===== config.mk =====
export PLATFORM = sky130hd
export DESIGN_NAME = agsc_agp_status_command_regs
export DESIGN_NICKNAME = d
export VERILOG_FILES = /design/src/rtl/agsc_pkg.sv /design/src/rtl/agsc_ctrl_if.sv /design/src/rtl/agsc_agp_status_command_regs.sv /design/src/rtl/agsc_op_gate.sv
export SDC_FILE = /design/constraint.sdc
export NUM_CORES = 1
export LEC_CHECK = 0
export ABC_AREA = 1
export ABC_CLOCK_PERIOD_IN_PS = 2900
export BUFFER_PORTS_ARGS = -buffer_cell sky130_fd_sc_hd__buf_4
export CAP_MARGIN = 20
export CORE_ASPECT_RATIO = 0.7
export CORE_UTILIZATION = 40
export DETAILED_ROUTE_END_ITERATION = 8
export PLACE_DENSITY = 0.71
export SLEW_MARGIN = 20
export SYNTH_ARGS = -nofsm -noshare
export SYNTH_HDL_FRONTEND = slang
export SYNTH_SLANG_ARGS = --single-unit

===== constraint.sdc =====
create_clock -name sys_clk_i -period 2.9 [get_ports sys_clk_i]
set_input_delay 0.29 -clock sys_clk_i [delete_from_list [all_inputs] [get_ports sys_clk_i]]
set_output_delay 0.29 -clock sys_clk_i [all_outputs]
set_load 0.005 [all_outputs]

===== src/rtl/agsc_pkg.sv =====
/*
 * agsc_pkg: register offsets, field positions and reset values of the AGP
 * capability/status and operation/command register pair.
 * Assumes: the register bank decodes the low byte of the AHB-Lite address.
 */
package agsc_pkg;

  // ---------------------------------------------------------------------------
  // register byte offsets
  // ---------------------------------------------------------------------------
  localparam logic [7:0]  ADDR_STATUS      = 8'ha4;
  localparam logic [7:0]  ADDR_COMMAND     = 8'ha8;
  localparam logic [7:0]  ADDR_EXTRA_CTRL  = 8'hac;

  // ---------------------------------------------------------------------------
  // agp_capability_status fields
  // ---------------------------------------------------------------------------
  localparam int          STAT_RQ_LSB      = 24;
  localparam int          STAT_SBA_BIT     = 9;
  localparam int          STAT_4G_BIT      = 5;
  localparam int          STAT_FW_BIT      = 4;
  localparam int          STAT_RATE_LSB    = 0;
  localparam logic [31:0] STATUS_RESET     = 32'h1f00_0207;

  // ---------------------------------------------------------------------------
  // agp_operation_command fields
  // ---------------------------------------------------------------------------
  localparam int          CMD_SBA_EN_BIT   = 9;
  localparam int          CMD_AGP_EN_BIT   = 8;
  localparam int          CMD_4G_BIT       = 5;
  localparam int          CMD_FW_BIT       = 4;
  localparam int          CMD_RATE_LSB     = 0;
  localparam logic [31:0] COMMAND_RESET    = 32'h0000_0000;

  // ---------------------------------------------------------------------------
  // agp_extra_control fields
  // ---------------------------------------------------------------------------
  localparam int          CTRL_OVR_BIT     = 0;
  localparam int          CTRL_QDEPTH_LSB  = 10;
  localparam logic [31:0] CTRL_RESET       = 32'h0000_0000;

  // ---------------------------------------------------------------------------
  // encodings
  // ---------------------------------------------------------------------------
  localparam logic [2:0]  RATE_1X          = 3'h1;
  localparam logic [2:0]  RATE_2X          = 3'h2;
  localparam logic [2:0]  RATE_4X          = 3'h4;
  localparam logic [2:0]  QDEPTH_CODE_MAX  = 3'h5;
  localparam logic [5:0]  QDEPTH_RESET     = 6'h1f;
  localparam logic [1:0]  HTRANS_NONSEQ    = 2'h2;
  localparam logic [2:0]  HSIZE_WORD       = 3'h2;

endpackage : agsc_pkg


===== src/rtl/agsc_ctrl_if.sv =====
/*
 * agsc_ctrl_if: settings that the register bank hands to the operation gate.
 * Assumes: both ends share sys_clk_i.
 */
`timescale 1ns/1ps
interface agsc_ctrl_if;
  logic       agp_enable;
  logic       sba_enable;
  logic [2:0] rate;
  logic [5:0] queue_max;

  modport regs (output agp_enable, output sba_enable, output rate, output queue_max);
  modport gate (input agp_enable, input sba_enable, input rate, input queue_max);
endinterface : agsc_ctrl_if


===== src/rtl/agsc_agp_status_command_regs.sv =====
/*
 * agsc_agp_status_command_regs: AHB-Lite register bank holding the AGP
 * capability/status, operation/command and extra control registers, plus
 * the gate that admits AGP operations.
 * Assumes: single AHB-Lite slave, hsel_i qualifies the register window,
 * request strobes come from logic on sys_clk_i.
 */
// Our own choice: the AHB-Lite slave port.
`timescale 1ns/1ps

// Operation
// RULE1: status bits 31:24 report queue depth, default 1Fh, low six follow control.
// RULE2: queue depth setting accepts only 32, 16, 8, 4, 2 or 1.
// RULE3: status bit 9 always reads one, side band supported.
// RULE4: status bit 5 always reads zero, no above-4GB addressing.
// RULE5: status bit 4 always reads zero, no fast writes.
// RULE6: status rate bits 2:0 read 111 after reset: 1x, 2x, 4x.
// RULE7: status 4x bit is masked while the control override bit is set.
// RULE8: selected rate applies to both AD bus and side band bus.
// RULE9: command bit 9 enables side band addressing.
// RULE10: with command bit 8 clear every AGP operation, including sync, is ignored.
// RULE11: with bit 8 set pipe operations accepted; side band needs its enable too.
// RULE12: operations accepted while enabled complete after enable clears.
// RULE13: side band command arriving in 1x still issues if enable drops.
// RULE14: command bit 5 always reads zero.
// RULE15: software writes zero to command bit 4, fast write enable.
// RULE16: software sets exactly one rate bit, same in master and target.
// RULE17: software picks the rate after reading the master's capability.
// RULE18: under override, writes to command rate bit 2 have no effect.
// RULE19: reserved bits read zero and ignore writes.
module agsc_agp_status_command_regs (
  input  wire logic        sys_clk_i,
  input  wire logic        resetn_i,
  input  wire logic        ce_i,
  // AHB-Lite slave
  input  wire logic        hsel_i,
  input  wire logic [31:0] haddr_i,
  input  wire logic [1:0]  htrans_i,
  input  wire logic        hwrite_i,
  input  wire logic [2:0]  hsize_i,
  input  wire logic [31:0] hwdata_i,
  input  wire logic        hready_i,
  output logic      [31:0] hrdata_o,
  output logic             hreadyout_o,
  output logic             hresp_o,
  // AGP operation side
  input  wire logic        pipe_req_i,
  input  wire logic        pipe_done_i,
  input  wire logic        sync_req_i,
  input  wire logic        sba_start_i,
  input  wire logic        sba_end_i,
  output logic             pipe_accept_o,
  output logic             sync_accept_o,
  output logic             sba_issue_o,
  output logic             agp_busy_o,
  output logic      [2:0]  ad_rate_o,
  output logic      [2:0]  sba_rate_o,
  output logic             sba_enable_o,
  output logic             agp_enable_o
);

  // ---------------------------------------------------------------------------
  // decoding helpers
  // ---------------------------------------------------------------------------
  // depth code to request count minus one: 0=32 1=16 2=8 3=4 4=2 5=1
  function automatic logic [5:0] qdepth_value(input logic [2:0] code);
    logic [5:0] v;
    v = 6'h00;
    unique case (code)
      3'h0:    v = 6'h1f;
      3'h1:    v = 6'h0f;
      3'h2:    v = 6'h07;
      3'h3:    v = 6'h03;
      3'h4:    v = 6'h01;
      3'h5:    v = 6'h00;
      default: v = 6'h00;
    endcase
    return v;
  endfunction

  function automatic logic qdepth_legal(input logic [2:0] code);
    return code <= agsc_pkg::QDEPTH_CODE_MAX;
  endfunction

  // ---------------------------------------------------------------------------
  // state
  // ---------------------------------------------------------------------------
  logic        wr_pend_reg;
  logic [7:0]  wr_addr_reg;
  logic [31:0] rdata_reg;
  logic        sba_en_reg;
  logic        agp_en_reg;
  logic        fw_en_reg;
  logic [2:0]  rate_reg;
  logic        override_reg;
  logic [2:0]  qdepth_code_reg;

  logic        addr_take;
  logic        wr_cmd;
  logic        wr_ctrl;
  logic [31:0] status_word;
  logic [31:0] command_word;
  logic [31:0] ctrl_word;
  logic [31:0] read_word;
  logic [2:0]  new_code;

  agsc_ctrl_if ctrl_bus ();

  // ---------------------------------------------------------------------------
  // bus handshake
  // ---------------------------------------------------------------------------
  // while frozen the bank stretches the data phase rather than drop a write
  assign hreadyout_o = ce_i;
  assign hresp_o     = 1'b0;
  assign addr_take   = ce_i & hready_i & hsel_i & htrans_i[1];

  always_ff @(posedge sys_clk_i or negedge resetn_i) begin
    if (!resetn_i) begin
      wr_pend_reg <= 1'b0;
      wr_addr_reg <= 8'h00;
    end else if (ce_i) begin
      // partial-word writes are dropped; only whole words are defined
      wr_pend_reg <= addr_take & hwrite_i & (hsize_i == agsc_pkg::HSIZE_WORD);
      if (addr_take) begin
        wr_addr_reg <= haddr_i[7:0];
      end
    end
  end

  assign wr_cmd  = ce_i & wr_pend_reg & (wr_addr_reg == agsc_pkg::ADDR_COMMAND);
  assign wr_ctrl = ce_i & wr_pend_reg & (wr_addr_reg == agsc_pkg::ADDR_EXTRA_CTRL);

  // ---------------------------------------------------------------------------
  // read words
  // ---------------------------------------------------------------------------
  always_comb begin
    status_word = 32'h0000_0000; // RULE19
    status_word[agsc_pkg::STAT_RQ_LSB +: 6] = qdepth_value(qdepth_code_reg); // RULE1
    status_word[agsc_pkg::STAT_SBA_BIT]     = 1'b1;  // RULE3
    status_word[agsc_pkg::STAT_4G_BIT]      = 1'b0;  // RULE4
    status_word[agsc_pkg::STAT_FW_BIT]      = 1'b0;  // RULE5
    status_word[agsc_pkg::STAT_RATE_LSB +: 3] = {~override_reg, 2'b11}; // RULE6 RULE7
  end

  always_comb begin
    command_word = 32'h0000_0000; // RULE19
    command_word[agsc_pkg::CMD_SBA_EN_BIT]    = sba_en_reg;
    command_word[agsc_pkg::CMD_AGP_EN_BIT]    = agp_en_reg;
    command_word[agsc_pkg::CMD_4G_BIT]        = 1'b0; // RULE14
    command_word[agsc_pkg::CMD_FW_BIT]        = fw_en_reg;
    command_word[agsc_pkg::CMD_RATE_LSB +: 3] = rate_reg;
  end

  always_comb begin
    ctrl_word = 32'h0000_0000; // RULE19
    ctrl_word[agsc_pkg::CTRL_OVR_BIT]           = override_reg;
    ctrl_word[agsc_pkg::CTRL_QDEPTH_LSB +: 3]   = qdepth_code_reg;
  end

  always_comb begin
    unique case (haddr_i[7:0])
      agsc_pkg::ADDR_STATUS:     read_word = status_word;
      agsc_pkg::ADDR_COMMAND:    read_word = command_word;
      agsc_pkg::ADDR_EXTRA_CTRL: read_word = ctrl_word;
      default:                   read_word = 32'h0000_0000;
    endcase
  end

  // read data is captured with the address so the data phase waits only while ce_i is low
  always_ff @(posedge sys_clk_i or negedge resetn_i) begin
    if (!resetn_i) begin
      rdata_reg <= 32'h0000_0000;
    end else if (ce_i) begin
      if (addr_take && !hwrite_i) begin
        rdata_reg <= read_word;
      end
    end
  end

  assign hrdata_o = rdata_reg;

  // ---------------------------------------------------------------------------
  // command register
  // ---------------------------------------------------------------------------
  always_ff @(posedge sys_clk_i or negedge resetn_i) begin
    if (!resetn_i) begin
      sba_en_reg <= agsc_pkg::COMMAND_RESET[agsc_pkg::CMD_SBA_EN_BIT];
      agp_en_reg <= agsc_pkg::COMMAND_RESET[agsc_pkg::CMD_AGP_EN_BIT];
      fw_en_reg  <= agsc_pkg::COMMAND_RESET[agsc_pkg::CMD_FW_BIT];
    end else if (wr_cmd) begin
      sba_en_reg <= hwdata_i[agsc_pkg::CMD_SBA_EN_BIT]; // RULE9
      agp_en_reg <= hwdata_i[agsc_pkg::CMD_AGP_EN_BIT]; // RULE10
      // kept only for readback; the gate never looks at it
      fw_en_reg  <= hwdata_i[agsc_pkg::CMD_FW_BIT];     // RULE15
    end
  end

  always_ff @(posedge sys_clk_i or negedge resetn_i) begin
    if (!resetn_i) begin
      rate_reg <= agsc_pkg::COMMAND_RESET[agsc_pkg::CMD_RATE_LSB +: 3];
    end else if (wr_cmd) begin
      // rate is taken as written, bit 2 only while override is clear; exactly one bit is up to software
      rate_reg[1:0] <= hwdata_i[agsc_pkg::CMD_RATE_LSB +: 2]; // RULE16
      if (!override_reg) begin
        rate_reg[2] <= hwdata_i[agsc_pkg::CMD_RATE_LSB + 2];  // RULE18
      end
    end
  end

  // ---------------------------------------------------------------------------
  // extra control register
  // ---------------------------------------------------------------------------
  assign new_code = hwdata_i[agsc_pkg::CTRL_QDEPTH_LSB +: 3];

  always_ff @(posedge sys_clk_i or negedge resetn_i) begin
    if (!resetn_i) begin
      override_reg    <= agsc_pkg::CTRL_RESET[agsc_pkg::CTRL_OVR_BIT];
      qdepth_code_reg <= agsc_pkg::CTRL_RESET[agsc_pkg::CTRL_QDEPTH_LSB +: 3];
    end else if (wr_ctrl) begin
      override_reg <= hwdata_i[agsc_pkg::CTRL_OVR_BIT]; // RULE7
      // an undefined depth code leaves the previous depth in place
      if (qdepth_legal(new_code)) begin
        qdepth_code_reg <= new_code; // RULE2
      end
    end
  end

  // ---------------------------------------------------------------------------
  // settings out to the link logic and the gate
  // ---------------------------------------------------------------------------
  assign ctrl_bus.agp_enable = agp_en_reg;
  assign ctrl_bus.sba_enable = sba_en_reg;
  assign ctrl_bus.rate       = rate_reg;
  assign ctrl_bus.queue_max  = qdepth_value(qdepth_code_reg); // RULE1

  assign ad_rate_o    = rate_reg; // RULE8
  assign sba_rate_o   = rate_reg; // RULE8
  assign sba_enable_o = sba_en_reg;
  assign agp_enable_o = agp_en_reg;

  agsc_op_gate u_gate (
    .sys_clk_i     (sys_clk_i),
    .resetn_i      (resetn_i),
    .ce_i          (ce_i),
    .ctrl          (ctrl_bus),
    .pipe_req_i    (pipe_req_i),
    .pipe_done_i   (pipe_done_i),
    .sync_req_i    (sync_req_i),
    .sba_start_i   (sba_start_i),
    .sba_end_i     (sba_end_i),
    .pipe_accept_o (pipe_accept_o),
    .sync_accept_o (sync_accept_o),
    .sba_issue_o   (sba_issue_o),
    .busy_o        (agp_busy_o)
  );

endmodule // agsc_agp_status_command_regs


===== src/rtl/agsc_op_gate.sv =====
/*
 * agsc_op_gate: admits AGP operations according to the command register.
 * Assumes: request strobes come from logic on sys_clk_i, one cycle each.
 */
`timescale 1ns/1ps
module agsc_op_gate (
  input  wire logic   sys_clk_i,
  input  wire logic   resetn_i,
  input  wire logic   ce_i,
  agsc_ctrl_if.gate   ctrl,
  input  wire logic   pipe_req_i,
  input  wire logic   pipe_done_i,
  input  wire logic   sync_req_i,
  input  wire logic   sba_start_i,
  input  wire logic   sba_end_i,
  output logic        pipe_accept_o,
  output logic        sync_accept_o,
  output logic        sba_issue_o,
  output logic        busy_o
);

  logic [6:0] outstanding_reg;
  logic       sba_active_reg;
  logic       sba_take;
  logic       done_take;

  // ---------------------------------------------------------------------------
  // admission
  // ---------------------------------------------------------------------------
  // queue full stalls new requests; the limit follows the programmed depth
  assign pipe_accept_o = ce_i & pipe_req_i & ctrl.agp_enable &
                         (outstanding_reg <= {1'b0, ctrl.queue_max}); // RULE10 RULE11
  assign sync_accept_o = ce_i & sync_req_i & ctrl.agp_enable;         // RULE10
  assign sba_take      = sba_start_i & ctrl.agp_enable & ctrl.sba_enable; // RULE11
  assign done_take     = pipe_done_i & (outstanding_reg != 7'h00);
  // a command already started still issues after enable drops only at 1x; at any other rate the drop cancels it
  assign sba_issue_o   = ce_i & sba_end_i & (sba_active_reg | sba_take); // RULE13
  assign busy_o        = (outstanding_reg != 7'h00) | sba_active_reg;

  // ---------------------------------------------------------------------------
  // outstanding queued operations keep completing after enable clears
  // ---------------------------------------------------------------------------
  always_ff @(posedge sys_clk_i or negedge resetn_i) begin
    if (!resetn_i) begin
      outstanding_reg <= 7'h00;
    end else if (ce_i) begin
      outstanding_reg <= outstanding_reg + {6'h00, pipe_accept_o}
                         - {6'h00, done_take}; // RULE12
    end
  end

  // ---------------------------------------------------------------------------
  // side band command in flight
  // ---------------------------------------------------------------------------
  always_ff @(posedge sys_clk_i or negedge resetn_i) begin
    if (!resetn_i) begin
      sba_active_reg <= 1'b0;
    end else if (ce_i) begin
      if (sba_end_i) begin
        sba_active_reg <= 1'b0;
      end else if (sba_take) begin
        sba_active_reg <= 1'b1;
      end else if (!ctrl.agp_enable && (ctrl.rate != agsc_pkg::RATE_1X)) begin
        // only 1x delivery is carried through a drop of enable
        sba_active_reg <= 1'b0; // RULE13
      end
    end
  end

endmodule // agsc_op_gate


==> results.yml <==
status:
  status: "finished, final reports clean"
worst_setup_path:
  worstSetupEndpoint: "u_gate.outstanding_reg[6]"
  timing_worst_setup_path_type: "reg2reg"
  worstRegToRegCells: 20
  critical_path.slowest_cell: "dfrtp_1"
  cp_cell_sequence: "inv_2, a21oi_2, inv_1, ha_1, nand2_1, nor2_1, nand4_1, nand2_1, nand2_1, ha_1, inv_2, ha_4, fa_2, nand2_2, nand2_2, nand3_2, nand2_1, nand2_1, nand3_1, nand2_1"
  critical_path.max_fanout: 4
  timing.critical_path.slowest_cell_delay_ns: 0.39
  worst_path_most_repeated_cell: "nand2_1"
  endpoint_of_the_lowest_slack_register_to_register_path: "u_gate.outstanding_reg[6]"
  worst-endpoint-arrival_ns: 3.04
  worst_setup_path_startpoint: "qdepth_code_reg[1]"
  critPathCaptureType: "register"
  crit_cells: 20
  required_time_of_the_critical_path_ns: 3.14
  buffers_and_inverters_on_the_worst_path: 3
  reg2reg_from: "qdepth_code_reg[1]"
  path_delay_family: "adder cells"
  crit_path_start_kind: "register"
  reg_to_reg_setup_timing_slack_ns: 0.1
sta:
  layout_min_cycle_time_ns: 2.80
  finalCritPeriodShare: 0.966
  finalHoldViolations: 0
  finalSetupViolations: 0
  setup_total_negative_slack_ns: 0
  clock.fmax_mhz: 357
  tightestPinTransition_ns: 0.539
  report.final.slew_viol_count: 0
  final.setup_skew_ns: 0.0173
  timing.slew.headroom: 0.641
  rsz0062_at_grt: "yes"
  holdWs_ns: 0.213
synth:
  ys.flop_type: "dfrtp_1"
  yosysUniqueCellTypes: 27
  cell_area_after_synthesis_sq_um: 2530
  synth.ff_latch_count: 41
  synth_sequential_area_ratio: 0.406
  top_cells_by_area_in_the_synthesized_netlist: "dfrtp_1 (41%), nand2_1 (16%), ha_1 (7.4%), buf_4 (7.1%), inv_1 (6.1%)"
  synth_largest_area_cell: "dfrtp_1"
  synth_top_cells_by_count: "nand2_1 (107), dfrtp_1 (41), inv_1 (41), nand3_1 (26), buf_4 (24)"
  synthCells: 331
  synth_top_area_share: 0.406
  synthMostInstantiatedCell: "nand2_1"
  fraction_of_registers_with_async_set_or_reset_after_synthesis: 1.00
  synth_edf_count: 0
  mean_instance_size_in_the_synthesized_netlist_sq_um: 7.63
  synth.yosys.warnings: 0
floorplanning:
  start_util: 0.428
  row_count: 23
  die-area_sq_um: 6640
  die_y_um: 68.5
  placeableCoreArea_sq_um: 5900
  die_width_um: 97.0
  io-pin-count: 126
routing:
  post_route_drc_violation_count: 0
  drtIter0Drc: 102
  wl_per_cell_um: 12.4
  drt-pass1-iter-count: 4
  routed-via-count: 2254
  via_per_inst: 4.76
  antenna_violating_nets_post_route: 0
  routed_wirelength_mm: 5.89
global_route:
  groute.usage.overall: 0.188
  grt_first_pass_wirelength_mm: 9.50
  grt-ovfl-total: 0
  grt_start_max_net_pins: 42
  grt_antenna_before_repair: 0
  vias_in_the_first_global_route: 1967
cells_and_area:
  layout.core_utilization: 0.543
  multi_input_gate_area_sq_um: 1260
  sequential_cell_area_sq_um: 1030
  flip_flop_count_of_the_largest_register_after_layout: 14
  flow.area_growth_from_synthesis_pct: 26.8
  design.final.nets: 494
  insertedDiodeCount: 0
  post_route_cells_drive_above_1_share: 0.243
  fill_cells: 549
  finish.instance_area_sq_um: 3200
power_and_ir_drop:
  p_leak_nw: 1.78
  irDropWorstVdd_uv: 603
  fin_total_pwr_mw: 2.06
  power.density_cell_area_nw_per_um2: 643
placed_design:
  place.gp.congestion: 0.864
  dp_hpwl_mm: 4.45
  dpl-instance-area_sq_um: 2980
  port_buffers: 58
clock_tree:
  clock_transition_at_the_registers_of_the_reported_paths_ns: 0.10
  clk_latency_ns: 0.31
  root_buffer: "clkbuf_8"
  cts.sinks: 41
  cts.htree.levels: 2
  tritoncts.num_buffers: 5
  cts.path.max_buffers: 2
  cts_tree: "yes"
worst_hold_path:
  timing.hold.worst.class: "in2reg"
job:
  max_cap_violations: 0
==> worst reg2reg max path: stages (launching register included) <==
cell     delay [ns]
dfrtp_1        0.39
inv_2          0.08
a21oi_2        0.16
inv_1          0.06
ha_1           0.27
nand2_1        0.05
nor2_1         0.11
nand4_1        0.13
nand2_1        0.08
nand2_1        0.06
ha_1           0.28
inv_2          0.04
ha_4           0.16
fa_2           0.37
nand2_2        0.09
nand2_2        0.07
nand3_2        0.08
nand2_1        0.05
nand2_1        0.05
nand3_1        0.07
nand2_1        0.08
==> where the power goes <==
part / switching [mW] / internal [mW]
Sequential: 0.0725 / 0.643
Clock: 0.222 / 0.347
Combinational: 0.447 / 0.330
==> layout by cell type, fill, tap and decap left out, drive strengths merged, types with 2 or more instances in the layout <==
| cell | n |
|---|---|
| bufinv | 2 |
| a21oi | 7 |
| buf | 69 |
| dfrtp | 41 |
| nand3b | 2 |
| inv | 43 |
| conb | 19 |
| o21ai | 20 |
| nor3b | 2 |
| nor2 | 23 |
| nor3 | 2 |
| ha | 15 |
| o22ai | 3 |
| nand4 | 9 |
| nand2 | 107 |
| clkbuf | 5 |
| nand3 | 27 |
==> cells by family after synthesis <==
family                     Yosys count  share of synthesized area
AOI/OAI and AO/OA                   31                     0.0639
and+or+nand+nor                    172                      0.303
other                                1                    0.00148
DFF                                 41                      0.406
buffers and inverters               70                      0.143
adders and majority gates           16                     0.0822
==> how the worst min path moves through the flow <==
stage	end	cells past startpoint	slack (ns)	from
3_5_place_dp	hrdata_o[12]	1	0.31	resetn_i
5_1_grt	sba_enable_o	3	0.21	hwdata_i[9]
6_report	sba_enable_o	3	0.21	hwdata_i[9]
4_1_cts	sba_enable_o	3	0.21	hwdata_i[9]
2_1_floorplan	ad_rate_o[0]	0	-0.006	resetn_i
3_3_place_gp	hrdata_o[24]	1	0.31	resetn_i
==> what timing repair did <==
item                                   CTS  global route
setup endpoints to repair                1             2
pin swaps                                0            12
setup buffers                            0             3
endpoints found under the hold margin   41             0
resized for setup                        7             9
hold buffers                             1             0
==> stage by stage <==
stage | cells | setup slack [ns]
after floorplan | 349 | 0.221
after global routing | 474 | -0.0944
after CTS | 471 | 0.00831
after detailed placement | 462 | -0.0508
after global placement | 462 | 0.0302
final | 474 | 0.0972
==> final cells by class <==
cell class / count / area share
well taps: 75 / 0.0293
multi-input cells: 238 / 0.394
inverters: 42 / 0.0492
flip-flops and latches: 41 / 0.320
clock inverters: 3 / 0.0215
repair buffers: 70 / 0.165
clock buffers: 5 / 0.0215
==> routing by layer <==
metal	track usage	vias to the layer above	share of wire
met3	0.0444	8	0.068
met5	0	-	0
met2	0.289	64	0.43
li1	-	1153	-
met1	0.263	1029	0.49
met4	0.0672	0	0.013
Note: power is estimated with default switching activity, not from simulation.
